<file path="config.mk">
export PLATFORM = sky130hd
export DESIGN_NAME = trouble_supervision_annunciator
export DESIGN_NICKNAME = d
export VERILOG_FILES = /design/src/trouble_pkg.sv /design/src/trouble_supervision_annunciator.sv /design/src/ack_sync_edge.sv /design/src/silence_latch.sv
export SDC_FILE = /design/constraint.sdc
export NUM_CORES = 1
export LEC_CHECK = 0
export ABC_AREA = 1
export BUFFER_PORTS_ARGS = -buffer_cell sky130_fd_sc_hd__buf_2
export CORE_AREA = 2 2 42 44
export CTS_CLUSTER_SIZE = 10
export DETAILED_ROUTE_END_ITERATION = 7
export DIE_AREA = 0 0 44 46
export MAX_ROUTING_LAYER = met4
export PLACE_DENSITY = 0.71
export SLEW_MARGIN = 10
export SYNTH_ARGS = -nofsm -noshare
export SYNTH_HDL_FRONTEND = slang
export SYNTH_SLANG_ARGS = --single-unit
</file>
<file path="constraint.sdc">
create_clock -name clock -period 0.9 [get_ports clock]
set_input_delay 0.18 -clock clock [delete_from_list [all_inputs] [get_ports clock]]
set_output_delay 0.18 -clock clock [all_outputs]
set_load 0.005 [all_outputs]
</file>
<file path="src/trouble_pkg.sv">
package trouble_pkg;
   // Number of supervised trouble sources
   localparam int unsigned NUM_SOURCES = 11;
   // Index of each source in the trouble vector
   localparam int unsigned SRC_STROBE_WIRING  = 0;
   localparam int unsigned SRC_SPEAKER_WIRING = 1;
   localparam int unsigned SRC_AMP_AUDIO      = 2;
   localparam int unsigned SRC_AMP_POWER      = 3;
   localparam int unsigned SRC_MAINS_LOW      = 4;
   localparam int unsigned SRC_BATTERY_LOW    = 5;
   localparam int unsigned SRC_BATTERY_OPEN   = 6;
   localparam int unsigned SRC_AMPLIFIER      = 7;
   localparam int unsigned SRC_INT_WIRING     = 8;
   localparam int unsigned SRC_INT_FUSE       = 9;
   localparam int unsigned SRC_REMOTE_MIC     = 10;
   // Relay position encoding: 1 means trouble position
   localparam logic RELAY_NORMAL  = 1'h0;
   localparam logic RELAY_TROUBLE = 1'h1;
   // Acknowledge synchroniser depth
   localparam int unsigned SYNC_STAGES = 2;
   // Silence latch states
   typedef enum logic [1:0] {
      SIL_IDLE,
      SIL_SOUNDING,
      SIL_SILENCED
   } silence_state_t;
endpackage

</file>
<file path="src/trouble_supervision_annunciator.sv">
`timescale 1ns/1ps
`default_nettype none
module trouble_supervision_annunciator
   import trouble_pkg::*;
(
   // Clock and reset
   input  wire logic                   clock,
   input  wire logic                   rst,
   // Integrity fault inputs, one bit per source, active high
   input  wire logic [NUM_SOURCES-1:0] fault_in,
   // Extra controller sources outside fault_in; each also raises the trouble summary
   input  wire logic                   play_resistor_fault,
   input  wire logic                   charger_fault,
   // Controller main power fuse blown, active high
   input  wire logic                   ctrl_fuse_blown,
   // Operator acknowledge button, active high
   input  wire logic                   ack_button,
   // Status lamps and relay
   output logic                        normal_lamp,
   output logic                        trouble_lamp,
   output logic                        trouble_relay,
   // Audibles
   output logic                        internal_sounder,
   output logic                        external_audible,
   // Power module location lamps
   output logic                        input_power_low_lamp,
   output logic                        battery_voltage_low_lamp,
   output logic                        battery_open_lamp,
   // Amplifier module location lamps
   output logic                        amplifier_fault_lamp,
   output logic                        speaker_wiring_fault_lamp,
   output logic                        visual_wiring_fault_lamp,
   output logic                        speaker_power_wiring_lamp,
   // Controller module location lamps
   output logic                        play_resistor_missing_lamp,
   output logic                        charger_fault_lamp,
   output logic                        remote_mic_fault_lamp
);
   logic any_trouble;
   logic ack_press;
   logic silenced;

   // Any supervised source, or either extra controller source, is a trouble
   assign any_trouble = (|fault_in) | play_resistor_fault | charger_fault;

   ack_sync_edge u_ack (
      .clock      (clock),
      .rst        (rst),
      .ack_button (ack_button),
      .ack_press  (ack_press)
   );

   silence_latch u_silence (
      .clock       (clock),
      .rst         (rst),
      .any_trouble (any_trouble),
      .ack_press   (ack_press),
      .silenced    (silenced)
   );

   // Next values for all outputs; acknowledge only reaches the audibles
   logic status_n_d, status_t_d, relay_d, snd_d;
   logic [9:0] loc_d;
   always_comb begin
      status_n_d = ~any_trouble;
      status_t_d = any_trouble;
      relay_d    = any_trouble ? RELAY_TROUBLE : RELAY_NORMAL;
      snd_d      = any_trouble & ~silenced & ~ctrl_fuse_blown;
      loc_d[0]   = fault_in[SRC_MAINS_LOW];
      loc_d[1]   = fault_in[SRC_BATTERY_LOW];
      loc_d[2]   = fault_in[SRC_BATTERY_OPEN];
      loc_d[3]   = fault_in[SRC_AMPLIFIER] | fault_in[SRC_INT_WIRING];
      loc_d[4]   = fault_in[SRC_SPEAKER_WIRING] | fault_in[SRC_AMP_AUDIO];
      loc_d[5]   = fault_in[SRC_STROBE_WIRING];
      loc_d[6]   = fault_in[SRC_AMP_POWER];
      loc_d[7]   = play_resistor_fault;
      loc_d[8]   = charger_fault;
      loc_d[9]   = fault_in[SRC_REMOTE_MIC];
   end

   // Registered outputs; reset shows normal so lamps are never both dark
   always_ff @(posedge clock or posedge rst) begin
      if (rst) begin
         normal_lamp      <= 1'h1;
         trouble_lamp     <= 1'h0;
         trouble_relay    <= RELAY_NORMAL;
         internal_sounder <= 1'h0;
         external_audible <= 1'h0;
         {remote_mic_fault_lamp, charger_fault_lamp, play_resistor_missing_lamp,
          speaker_power_wiring_lamp, visual_wiring_fault_lamp,
          speaker_wiring_fault_lamp, amplifier_fault_lamp, battery_open_lamp,
          battery_voltage_low_lamp, input_power_low_lamp} <= 10'h000;
      end else begin
         normal_lamp      <= status_n_d;
         trouble_lamp     <= status_t_d;
         trouble_relay    <= relay_d;
         internal_sounder <= snd_d;
         external_audible <= snd_d;
         {remote_mic_fault_lamp, charger_fault_lamp, play_resistor_missing_lamp,
          speaker_power_wiring_lamp, visual_wiring_fault_lamp,
          speaker_wiring_fault_lamp, amplifier_fault_lamp, battery_open_lamp,
          battery_voltage_low_lamp, input_power_low_lamp} <= loc_d;
      end
   end

   // Checks
   a_lamps_exclusive: assert property (@(posedge clock) disable iff (rst)
      normal_lamp != trouble_lamp) else $error("status lamps equal");
   a_trouble_lamp_follows: assert property (@(posedge clock) disable iff (rst)
      any_trouble |=> trouble_lamp && !normal_lamp) else $error("trouble lamp late");
   a_normal_lamp_follows: assert property (@(posedge clock) disable iff (rst)
      !any_trouble |=> normal_lamp && !trouble_lamp) else $error("normal lamp wrong");
   a_relay_follows: assert property (@(posedge clock) disable iff (rst)
      any_trouble |=> trouble_relay == RELAY_TROUBLE) else $error("relay wrong");
   a_sound_on_fault: assert property (@(posedge clock) disable iff (rst)
      any_trouble && !silenced && !ctrl_fuse_blown |=> internal_sounder && external_audible)
      else $error("audible missing");
   a_fuse_mutes: assert property (@(posedge clock) disable iff (rst)
      ctrl_fuse_blown |=> !internal_sounder && !external_audible) else $error("fuse not muting");
   a_ack_silences: assert property (@(posedge clock) disable iff (rst)
      ack_press && any_trouble ##1 any_trouble |=> !internal_sounder)
      else $error("ack did not silence");
   a_ack_keeps_lamps: assert property (@(posedge clock) disable iff (rst)
      silenced && any_trouble |=> trouble_lamp && trouble_relay == RELAY_TROUBLE)
      else $error("ack hit lamps");
   a_silence_clears: assert property (@(posedge clock) disable iff (rst)
      !any_trouble |=> !silenced) else $error("silence outlived trouble");
   a_batt_low_lamp: assert property (@(posedge clock) disable iff (rst)
      fault_in[SRC_BATTERY_LOW] |=> battery_voltage_low_lamp) else $error("battery lamp");
   a_batt_open_lamp: assert property (@(posedge clock) disable iff (rst)
      fault_in[SRC_BATTERY_OPEN] |=> battery_open_lamp) else $error("open lamp");
   a_amp_lamp: assert property (@(posedge clock) disable iff (rst)
      fault_in[SRC_AMPLIFIER] |=> amplifier_fault_lamp) else $error("amplifier lamp");
   a_audio_lamp: assert property (@(posedge clock) disable iff (rst)
      fault_in[SRC_SPEAKER_WIRING] |=> speaker_wiring_fault_lamp)
      else $error("audio wiring lamp");
   a_visual_lamp: assert property (@(posedge clock) disable iff (rst)
      fault_in[SRC_STROBE_WIRING] |=> visual_wiring_fault_lamp)
      else $error("visual wiring lamp");
   a_spk_power_lamp: assert property (@(posedge clock) disable iff (rst)
      fault_in[SRC_AMP_POWER] |=> speaker_power_wiring_lamp)
      else $error("speaker power lamp");
   a_play_lamp: assert property (@(posedge clock) disable iff (rst)
      play_resistor_fault |=> play_resistor_missing_lamp) else $error("play lamp");
   a_charger_lamp: assert property (@(posedge clock) disable iff (rst)
      charger_fault |=> charger_fault_lamp) else $error("charger lamp");
   a_silence_holds: assert property (@(posedge clock) disable iff (rst)
      silenced && $stable(silenced) && any_trouble |=> !external_audible)
      else $error("silence broke");
   a_mains_lamp: assert property (@(posedge clock) disable iff (rst)
      fault_in[SRC_MAINS_LOW] |=> input_power_low_lamp) else $error("mains lamp");
   a_mic_lamp: assert property (@(posedge clock) disable iff (rst)
      fault_in[SRC_REMOTE_MIC] |=> remote_mic_fault_lamp) else $error("mic lamp");
   c_trouble_seen: cover property (@(posedge clock) disable iff (rst) !any_trouble ##1 any_trouble);
   c_silenced: cover property (@(posedge clock) disable iff (rst) ack_press && any_trouble);
   c_resound: cover property (@(posedge clock) disable iff (rst)
      silenced ##1 !any_trouble ##1 any_trouble);
   c_fuse_mute: cover property (@(posedge clock) disable iff (rst) ctrl_fuse_blown && any_trouble);
endmodule
`default_nettype wire

</file>
<file path="src/ack_sync_edge.sv">
`timescale 1ns/1ps
`default_nettype none
module ack_sync_edge
   import trouble_pkg::*;
#(
   parameter int unsigned STAGES = SYNC_STAGES
) (
   // Clock and reset
   input  wire logic clock,
   input  wire logic rst,
   // Raw button and press pulse
   input  wire logic ack_button,
   output logic      ack_press
);
   logic [STAGES-1:0] sync_q;
   logic [STAGES-1:0] sync_d;
   logic              last_q;
   logic              last_d;

   // Shift chain; only the last stage feeds the edge detector
   always_comb begin
      sync_d = {sync_q[STAGES-2:0], ack_button};
      last_d = sync_q[STAGES-1];
   end

   always_ff @(posedge clock or posedge rst) begin
      if (rst) begin
         sync_q <= '0;
         last_q <= 1'h0;
      end else begin
         sync_q <= sync_d;
         last_q <= last_d;
      end
   end

   // Rising edge of the synchronised level
   assign ack_press = sync_q[STAGES-1] & ~last_q;
endmodule
`default_nettype wire

</file>
<file path="src/silence_latch.sv">
`timescale 1ns/1ps
`default_nettype none
module silence_latch
   import trouble_pkg::*;
(
   // Clock and reset
   input  wire logic clock,
   input  wire logic rst,
   // Trouble summary and acknowledge press
   input  wire logic any_trouble,
   input  wire logic ack_press,
   // Silence state
   output logic      silenced
);
   silence_state_t state_q;
   silence_state_t state_d;

   // Silence holds until the trouble summary falls to zero
   always_comb begin
      state_d = state_q;
      case (state_q)
         SIL_IDLE: begin
            if (any_trouble && ack_press) state_d = SIL_SILENCED;
            else if (any_trouble) state_d = SIL_SOUNDING;
         end
         SIL_SOUNDING: begin
            if (!any_trouble) state_d = SIL_IDLE;
            else if (ack_press) state_d = SIL_SILENCED;
         end
         SIL_SILENCED: begin
            if (!any_trouble) state_d = SIL_IDLE;
         end
         default: state_d = SIL_IDLE;
      endcase
   end

   always_ff @(posedge clock or posedge rst) begin
      if (rst) state_q <= SIL_IDLE;
      else state_q <= state_d;
   end

   // Press with no trouble present is ignored, so silence is never pre-armed
   assign silenced = (state_q == SIL_SILENCED);
endmodule
`default_nettype wire

</file>
After elaboration in Yosys (flattened, before gate mapping)
Index checks and enable logic that the tools add are counted.
{"block": "word_totals", "inputBits": 17, "output_inout_bits": 15, "register_bits": 19}
{"block": "op_classes", "eq_ne": 5, "reduce_logical": 4, "bitwise_logic": 11, "mux": 7}
{"operator": "OR reduction 11 bit", "n": 1}
{"operator": "two-way mux 2 bit", "n": 5}
{"operator": "!= test 3 x 2 -> 1 bit (second input constant)", "n": 2}
{"operator": "case mux 2 bit (3 select lines)", "n": 1}
{"operator": "inverter 1 bit", "n": 4}
{"operator": "bitwise OR 1 bit", "n": 4}
{"operator": "AND 1 bit", "n": 3}
{"operator": "AND reduction 3 bit", "n": 1}
{"operator": "equality test 2 x 1 -> 1 bit (second input constant)", "n": 1}
{"operator": "equality test 2 bit (second input constant)", "n": 1}
{"operator": "zero test 2 bit", "n": 1}
{"operator": "!= test 2 bit (second input constant)", "n": 1}
{"operator": "logical AND 1 bit", "n": 1}
{"operator": "two-way mux 1 bit", "n": 1}

Longest topological paths before layout
Gate-level depths: netlist (run 1).
{"block": "logic_depth", "ltp_word": 6, "ltp_mapped": 5}

Hierarchy
Synthesis (run 1) repeated with hierarchy kept, for this count alone.
{"block": "hier_totals", "cells_unflattened": 49, "hier_area_um2": 605.6}
{"module": "trouble_supervision_annunciator", "cells_per_inst": 33, "instances": 1, "area_per_inst_um2": 432.9}
{"module": "ack_sync_edge", "cells_per_inst": 6, "instances": 1, "area_per_inst_um2": 88.8}
{"module": "silence_latch", "cells_per_inst": 10, "instances": 1, "area_per_inst_um2": 83.8}

Least setup slack after synthesis (run 1)
OpenSTA, ideal clock, no wires.
{"block": "synth_path", "kind": "input to register", "from": "input port fault_in[5]", "to": "register external_audible", "path_buffers": 0, "t_required_ns": 0.776, "path_slack_ns": 0.162, "arrival_ns": 0.614, "cell_stages": 3, "cell_sequence": "or2_4 -> nor2_4 -> a21oi_1"}
{"block": "synth_via", "elab_chain_len": 5}
{"element": "from (decl)", "line": "trouble_supervision_annunciator.sv:10", "source": "input wire logic [NUM_SOURCES-1:0] fault_in,"}
{"element": "OR reduction 11 bit", "line": "trouble_supervision_annunciator.sv:44", "source": "assign any_trouble = (|fault_in) | play_resistor_fault | charger_fault;"}
{"element": "bitwise OR 1 bit (2 in series)", "line": "trouble_supervision_annunciator.sv:44"}
{"element": "AND 1 bit (2 in series)", "line": "trouble_supervision_annunciator.sv:68", "source": "snd_d = any_trouble & ~silenced & ~ctrl_fuse_blown;"}
{"element": "via snd_d", "line": "trouble_supervision_annunciator.sv:62", "source": "logic status_n_d, status_t_d, relay_d, snd_d;"}
{"element": "to (signal assigned)", "line": "trouble_supervision_annunciator.sv:98", "source": "external_audible <= snd_d;"}
{"element": "to (decl)", "line": "trouble_supervision_annunciator.sv:24", "source": "output logic external_audible,"}
The timed path passes the listed nets, and every way through them passes these cells.
A chain may end at the register's enable or synchronous reset.

Worst setup path in the final report (run 1)
{"block": "layout_path", "from": "register normal_lamp", "to": "output port normal_lamp"}
{"element": "from (decl)", "line": "trouble_supervision_annunciator.sv:19", "source": "output logic normal_lamp,"}
{"element": "from (signal assigned)", "line": "trouble_supervision_annunciator.sv:94", "source": "normal_lamp <= status_n_d;"}
No word-level cell between the ends.

==> implementation parameters, run 1 <==
Parameter                              Value

Status
  Outcome ... finished, violations left
  Violations in the final reports ... negative setup slack

Power
  Static leakage ... 0.4683 nW
  Power Total ... 1.450 mW
  Switching power as a share of total power ... 22.46%
  Int Pwr ... 1.124 mW
  Switching component of the power ... 0.3256 mW
  Proportion of power drawn by flip-flops and latches ... 60.2%
  Worst voltage drop across the vdd grid ... 719.3 uV
  Part of the total power dissipated in combinational logic ... 12.3%
  Clock network fraction of design power ... 27.5%
  Power density of the placed cells ... 1611 mW/mm^2

Placement
  DP Wirelength ... 757 um
  Placed cell areas ... 787.0 sq um
  Buffers added on ports ... 31
  Routability Congestion ... 0.6519

Setup path
  Critical path destination ... normal_lamp
  Critical Path Sink Type ... output pin
  Buffering stage count on the worst path with inverters included ... 1
  Arrival time of the worst setup path ... 0.90 ns
  Worst setup path category ... reg -> out
  R2r endpoint ... u_silence.state_q[1]$_DFFE_PP0P_
  CP max-delay cell ... dfstp_2
  Cell type group with the largest total delay on the critical path ... flip-flops
  Startpoint of the most critical register-to-register path ... u_silence.state_q[1]$_DFFE_PP0P_
  Number of cell instances on the worst register-to-register path ... 5
  Register-to-register setup slack ... 0.11 ns
  Crit path launch type ... flop
  Critical Path Start ... normal_lamp$_DFF_PP1_
  Number of gates on the worst path with buffers counted ... 1
  Max stage delay on crit path ... 0.54 ns
  Worst path cell trace ... buf_6
  Required time reported for the critical path endpoint ... 0.72 ns
  Maximum fanout along the worst path ... 1

Finish
  Nets ... 111
  Filler instances ... 144
  Area growth from synthesis to layout ... 45.55%
  Final Cell Area ... 899.6 sq um
  Diode insertion count for antenna repair ... 0
  Layout cell share with drive strength beyond 1 ... 47.31%
  Final core utilization ... 55.74%

STA
  RSZ-0062 raised after global routing ... yes
  Crit path time final ... 1.082 ns
  Crit share post-route ... 120.3%
  Max Slew Vio Count ... 0
  Pin slew with the least headroom to its limit ... 0.2260 ns
  Final-report hold violation count ... 0
  Final critical-path setup slack ... -0.1824 ns
  Endpoints failing setup ... 15
  Clock Skews ... 0.001024 ns
  Worst max-slew margin expressed relative to the limit ... 84.93%
  Achievable Freq ... 923.9 MHz

CTS
  Inserted Clock Buffers ... 3
  Later-pin clock latency in the skew report ... 0.28 ns
  Buffer cell driving the clock tree root ... clkbuf_4
  Clock tree from TritonCTS ... built
  H-tree depth ... 1
  Post-CTS Setup Bufs ... 0
  Clk sinks ... 18
  Clk buf depth ... 2
  Clock transition time at the flip-flop clock pins of the worst setup and hold paths ... 0.09 ns

Synthesis
  Post-synth net total ... 68
  Synthesized netlist cell count ... 51
  Number of enable-type register cells in the synthesized netlist ... 0
  Share of the yosys chip area belonging to registers ... 73.08%
  Yosys warns ... 0
  Area leader, netlist ... dfrtp_1
  Top post-synthesis cells by area ... dfrtp_1, inv_1, dfstp_2, nand2_2, nor2_4
  Most numerous cell types in the synthesized netlist ... dfrtp_1, inv_1, nand2_1, nor2_1, nand2_2
  Yosys cell types ... 12
  Post-synthesis sequential element count ... 18
  Fraction of post-synthesis cell area in the top cell type by area ... 68.83%
  Synthesized cell area ... 618.1 sq um
  Ys flop type ... dfrtp_1
  Post-Syn Area per Cell ... 12.12 sq um
  Leading cell type by number of instances after synthesis ... dfrtp_1
  Fraction of registers with async set or reset after synthesis ... 100.0%

Floorplanning
  Initial cell density of the core ... 38.29%
  Core box area ... 0.001614 sq mm
  Row count ... 15
  Die Y-Extent ... 46 um
  Area of the die ... 0.002024 sq mm
  Ports ... 32
  Horiz. Die Dim ... 44 um

Run
  Number of max-capacitance violations reported ... 0

Worst hold path
  Min-delay worst type ... in -> reg

Route
  DRC violation total after the first TritonRoute iteration ... 1
  Number of vias per cell after detailed routing ... 4.245
  Total wire length ... 1021 um
  Count of nets left with antenna violations after detail routing ... 0
  Count of TritonRoute iterations in the first routing pass ... 2
  DRC violations left ... 0
  Overall via count from detail_route ... 467
  Average wire per standard cell ... 9.282 um

GRT
  Number of antenna violations at the first check in global routing ... 0
  Overall track demand over capacity in global routing ... 11.00%
  Wire length of the first global-routing pass ... 1531 um
  Largest net degree at the start of global routing ... 19
  Via count of the first global-routing pass ... 392
  Total global routing overflow ... 0
## cells in the final DEF (no fill, tap or decap), drive strengths merged
master and instances:
dlygate4sd3 8, clkbuf 4, dfstp 1, or2 1, nand3 1, inv 10, dfrtp 17, nor2 7
a21oi 3, buf 32, nand2 9
## metrics by stage
stage	setup WS, ns	TNS [ns]	cells	hold WS (ns)
after detailed placement	0.01061	0	98	0.2009
after global placement	0.02698	0	98	0.1960
after global routing	-0.2148	-1.549	110	0.0003379
after floorplan	0.1618	0	51	0.1178
after CTS	-0.1923	-1.168	106	0.0008645
final	-0.1824	-0.9493	110	0.01186
## power by group through the flow
| stage | registers, mW | logic (mW) | clock network, mW |
|---|---|---|---|
| 3_5_place_dp | 0.890 | 0.154 | 0 |
| 2_1_floorplan | 0.892 | 0.0728 | 0 |
| 4_1_cts | 0.874 | 0.168 | 0.415 |
| 5_1_grt | 0.878 | 0.203 | 0.446 |
| 6_report | 0.873 | 0.178 | 0.399 |
| 3_3_place_gp | 0.888 | 0.152 | 0 |
## state kept, by name, summed over array words and instances, names as in the netlist
signal	count
u_ack.sync_q	2
u_silence.state_q	2
play_resistor_missing_lamp	1
amplifier_fault_lamp	1
speaker_power_wiring_lamp	1
charger_fault_lamp	1
remote_mic_fault_lamp	1
normal_lamp	1
u_ack.last_q	1
external_audible	1
trouble_lamp	1
battery_open_lamp	1
speaker_wiring_fault_lamp	1
input_power_low_lamp	1
visual_wiring_fault_lamp	1
battery_voltage_low_lamp	1
## what timing repair did
| action | in CTS | in global routing |
|---|---|---|
| hold buffers | 4 | 4 |
| endpoints found under the setup margin | 15 | 15 |
| gates resized for setup | 0 | 1 |
| endpoints found under the hold margin | 20 | 4 |
## metal layers
metal  part of all wire, %  global-route usage (%)  vias to the layer above
li1                      -                       -                      231
met1                    37                   10.80                      208
met2                    51                   18.53                       26
met3                    11                   3.571                        2
met4                   1.3                   7.273                        0
met5                     0                       -                        -
## worst min-delay path by stage
stage,startpoint,to,slack [ns],depth (start not counted)
after floorplan,rst,amplifier_fault_lamp$_DFF_PP0_,0.12,1
after global placement,rst,remote_mic_fault_lamp$_DFF_PP0_,0.20,3
after detailed placement,rst,remote_mic_fault_lamp$_DFF_PP0_,0.20,3
after CTS,fault_in[5],battery_voltage_low_lamp$_DFF_PP0_,0.0009,1
after global routing,fault_in[0],visual_wiring_fault_lamp$_DFF_PP0_,0.0003,1
final,fault_in[0],visual_wiring_fault_lamp$_DFF_PP0_,0.01,1
## kinds of logic after synthesis
family,Yosys count,share of synthesized area (%)
AND/OR/NAND/NOR,18,15.99
flip-flops,18,73.08
buffers and inverters,12,8.500
AO/OA/AOI/OAI,3,2.428
## final cells by class
cell class / count / area (sq um) / area share (%)
Multi-Input combinational cell: 21 / 113.9 / 12.66
Clock buffer: 4 / 26.28 / 2.921
Sequential cell: 18 / 451.7 / 50.21
Inverter: 10 / 37.54 / 4.172
Timing Repair Buffer: 40 / 249.0 / 27.68
Tap cell: 17 / 21.27 / 2.364
(Power assumes the default switching activity.)
==> inputs of run 2 (changes only) <==
- SYNTH_HIERARCHICAL: not set -> 1
==> run 2 against run 1 <==
Compared with the run above: the run still ends with negative setup slack left; clock skew increased by 0.010 ns; first-iteration DRC count unchanged; wire length increased by 6.8%; register-to-register slack got worse by 0.08 ns; flip-flop and latch count unchanged; core utilization increased by 0.54 points; sequential share of layout area decreased by 0.48 points; sequential power increased by 6.4%; setup slack got worse by 0.0074 ns; critical endpoint unchanged; highest routed layer unchanged.
==> implementation parameters, run 2 <==
Parameter                              Value

Finish
  Final core utilization ... 56.28% (was 55.74%)
  Most frequent cells in the layout ... buf_2, dfrtp_1, nor2_1 (was buf_2, dfrtp_1, inv_1)
  Most common cell after layout, fill and taps aside ... buf_2 (unchanged)
  Area growth from synthesis to layout ... 50.00% (was 45.55%)
  Regs by FF count ... u_ack/sync_q: 2 flops, u_silence/state_q: 2 flops (was u_ack.sync_q: 2 flops, u_silence.state_q: 2 flops)
  Diode insertion count for antenna repair ... 0 (unchanged)
  Filler instances ... 140 (was 144)
  Nets ... 112 (was 111)
  Layout cell share with drive strength beyond 1 ... 52.13% (was 47.31%)

Run
  Number of max-capacitance violations reported ... 0 (unchanged)

Worst hold path
  Min-delay worst type ... in -> reg (unchanged)
  Hold Startpoint ... fault_in[0] (unchanged)
  Hold path endpoint ... visual_wiring_fault_lamp$_DFF_PP0_ (unchanged)
  Worst hold stages ... 1 (unchanged)

Setup path
  Number of cell instances on the worst register-to-register path ... 4 (was 5)
  Worst setup path category ... reg -> out (unchanged)
  Cell type group with the largest total delay on the critical path ... flip-flops (unchanged)
  R2r endpoint ... external_audible$_DFF_PP0_ (was u_silence.state_q[1]$_DFFE_PP0P_)
  Number of gates on the worst path with buffers counted ... 1 (unchanged)
  Buffering stage count on the worst path with inverters included ... 1 (unchanged)
  Critical Path Sink Type ... output pin (unchanged)
  Max stage delay on crit path ... 0.52 ns (was 0.54 ns)
  CP max-delay cell ... dfstp_2 (unchanged)
  Register-to-register setup slack ... 0.03 ns (was 0.11 ns)
  Required time reported for the critical path endpoint ... 0.72 ns (about the same)
  Worst path cell trace ... buf_2 (was buf_6)
  Crit path launch type ... flop (unchanged)
  Maximum fanout along the worst path ... 1 (unchanged)
  Startpoint of the most critical register-to-register path ... u_silence/state_q[1]$_DFFE_PP0P_ (was u_silence.state_q[1]$_DFFE_PP0P_)
  Arrival time of the worst setup path ... 0.91 ns (was 0.90 ns)

STA
  Worst max-slew margin expressed relative to the limit ... 87.98% (was 84.93%)
  Max Slew Vio Count ... 0 (unchanged)
  Endpoints failing setup ... 15 (unchanged)
  Crit path time final ... 1.090 ns (was 1.082 ns)
  Pin slew with the least headroom to its limit ... 0.1799 ns (was 0.2260 ns)
  Clock Skews ... 0.01115 ns (was 0.001024 ns)
  Final-report hold violation count ... 0 (unchanged)
  Total negative slack for setup checks ... -0.9766 ns (was -0.9493 ns)
  Final critical-path setup slack ... -0.1898 ns (was -0.1824 ns)
  RSZ-0062 raised after global routing ... yes (unchanged)
  Crit share post-route ... 121.1% (was 120.3%)
  Achievable Freq ... 917.6 MHz (was 923.9 MHz)

Route
  Count of nets left with antenna violations after detail routing ... 0 (unchanged)
  Overall via count from detail_route ... 474 (was 467)
  Total wire length ... 1090 um (was 1021 um)
  DRC violations left ... 0 (unchanged)
  Count of TritonRoute iterations in the first routing pass ... 2 (unchanged)
  DRC violation total after the first TritonRoute iteration ... 1 (unchanged)
  Average wire per standard cell ... 9.820 um (was 9.282 um)
  Number of vias per cell after detailed routing ... 4.270 (was 4.245)

Floorplanning
  Core box area ... 0.001614 sq mm (unchanged)
  Row count ... 15 (unchanged)
  Die Y-Extent ... 46 um (unchanged)
  Initial cell density of the core ... 37.52% (was 38.29%)
  Horiz. Die Dim ... 44 um (unchanged)
  Ports ... 32 (unchanged)
  Area of the die ... 0.002024 sq mm (unchanged)

CTS
  Clock tree from TritonCTS ... built (unchanged)
  H-tree depth ... 1 (unchanged)
  Clk buf depth ... 2 (unchanged)
  Clk sinks ... 18 (unchanged)
  Later-pin clock latency in the skew report ... 0.29 ns (was 0.28 ns)
  Inserted Clock Buffers ... 3 (unchanged)
  Post-CTS Setup Bufs ... 0 (unchanged)
  Buffer cell driving the clock tree root ... clkbuf_4 (unchanged)
  Cells resized by post-CTS repair ... 0 (unchanged)
  Clock transition time at the flip-flop clock pins of the worst setup and hold paths ... 0.11 ns (was 0.09 ns)

Synthesis
  Yosys warns ... 6 (was 0)
  Ys flop type ... dfrtp_1 (unchanged)
  Synthesized cell area ... 605.6 sq um (was 618.1 sq um)
  Fraction of registers with async set or reset after synthesis ... 100.0% (unchanged)
  Area leader, netlist ... dfrtp_1 (unchanged)
  Top post-synthesis cells by area ... dfrtp_1, nor2_1, dfstp_2, inv_1, buf_4 (was dfrtp_1, inv_1, dfstp_2, nand2_2, nor2_4)
  Share of the yosys chip area belonging to registers ... 74.59% (was 73.08%)
  Fraction of post-synthesis cell area in the top cell type by area ... 70.25% (was 68.83%)
  Synthesized netlist cell count ... 49 (was 51)
  Leading cell type by number of instances after synthesis ... dfrtp_1 (unchanged)
  Number of enable-type register cells in the synthesized netlist ... 0 (unchanged)
  Post-synth net total ... 66 (was 68)
  Yosys cell types ... 14 (was 12)
  Post-synthesis sequential element count ... 18 (unchanged)
  Most numerous cell types in the synthesized netlist ... dfrtp_1, nor2_1, inv_1, nand2_1 (was dfrtp_1, inv_1, nand2_1, nor2_1, nand2_2)
  Post-Syn Area per Cell ... 12.36 sq um (was 12.12 sq um)

Placement
  Buffers added on ports ... 31 (unchanged)
  DP Wirelength ... 825 um (was 757 um)
  Routability Congestion ... 0.6522 (was 0.6519)
  Worst setup slack after placement ... -0.09009 ns (was 0.01061 ns)

GRT
  Largest net degree at the start of global routing ... 14 (was 19)
  Wire length of the first global-routing pass ... 1697 um (was 1531 um)
  Total global routing overflow ... 0 (unchanged)
  Number of antenna violations at the first check in global routing ... 0 (unchanged)
  Overall track demand over capacity in global routing ... 12.84% (was 11.00%)
  Via count of the first global-routing pass ... 453 (was 392)

Power
  Worst voltage drop across the vdd grid ... 913.0 uV (was 719.3 uV)
  Static leakage ... 0.4813 nW (was 0.4683 nW)
  Power density of the placed cells ... 1882 mW/mm^2 (was 1611 mW/mm^2)

Status
  Outcome ... finished, violations left (unchanged)
  Violations in the final reports ... negative setup slack (unchanged)
-- run 2: kinds of logic (layout without fill, tap and decap cells) --
kind of cell,after synthesis,after routing,synth area share [%]
buffers and inverters,10,55,7.437
flip-flops,18,18,74.59
AO/OA/AOI/OAI,1,1,0.8257
AND/OR/NAND/NOR,20,20,17.15
-- run 2: repair_timing --
action,CTS,global route
setup endpoints to repair,15,16
pin swaps,0,1
endpoints found under the hold margin,20,2
hold buffers,4,2
-- run 2: power by group --
group          switching (mW)  leakage, nW  internal, mW
clock                   0.239       0.0210         0.246
sequential             0.0370        0.204         0.892
combinational           0.132        0.256         0.162
total                   0.408        0.481          1.30
-- run 2: cell type report --
type,instances,area (sq um),area share [%]
Clock buffer,4,36.28,3.994
Tap cell,17,21.27,2.342
Sequential cell,18,451.7,49.72
Inverter,8,30.03,3.306
Timing Repair Buffer,43,260.3,28.65
Multi-Input combinational cell,21,108.9,11.98
-- run 2: how the worst max path moves through the flow --
stage,from,to,slack [ns]
4_1_cts,normal_lamp$_DFF_PP1_,normal_lamp,-0.20
5_1_grt,normal_lamp$_DFF_PP1_,normal_lamp,-0.23
2_1_floorplan,fault_in[1],u_silence/state_q[0]$_DFFE_PP0P_,0.04
3_5_place_dp,fault_in[1],u_silence/state_q[0]$_DFFE_PP0P_,-0.09
3_3_place_gp,fault_in[1],u_silence/state_q[0]$_DFFE_PP0P_,-0.07
6_report,normal_lamp$_DFF_PP1_,normal_lamp,-0.19
-- run 2: per-stage QoR --
stage	cells	hold WS, ns	instance area (sq um)	total power [mW]
2_1_floorplan	49	-0.07882	605.6	1.077
3_3_place_gp	101	0.05334	812.0	1.203
3_5_place_dp	101	0.05911	812.0	1.219
4_1_cts	109	0.003357	888.4	1.716
5_1_grt	111	0.002849	908.4	1.796
6_report	111	0.009026	908.4	1.709
-- run 2: routing by layer --
layer	GRT usage (%)	share of wire, %	wire [um]	up-vias
li1	-	-	-	230
met1	11.87	37	403	220
met2	22.65	54	589	22
met3	3.571	7.5	82	2
met4	9.091	1.3	14	0
met5	-	0	0	-
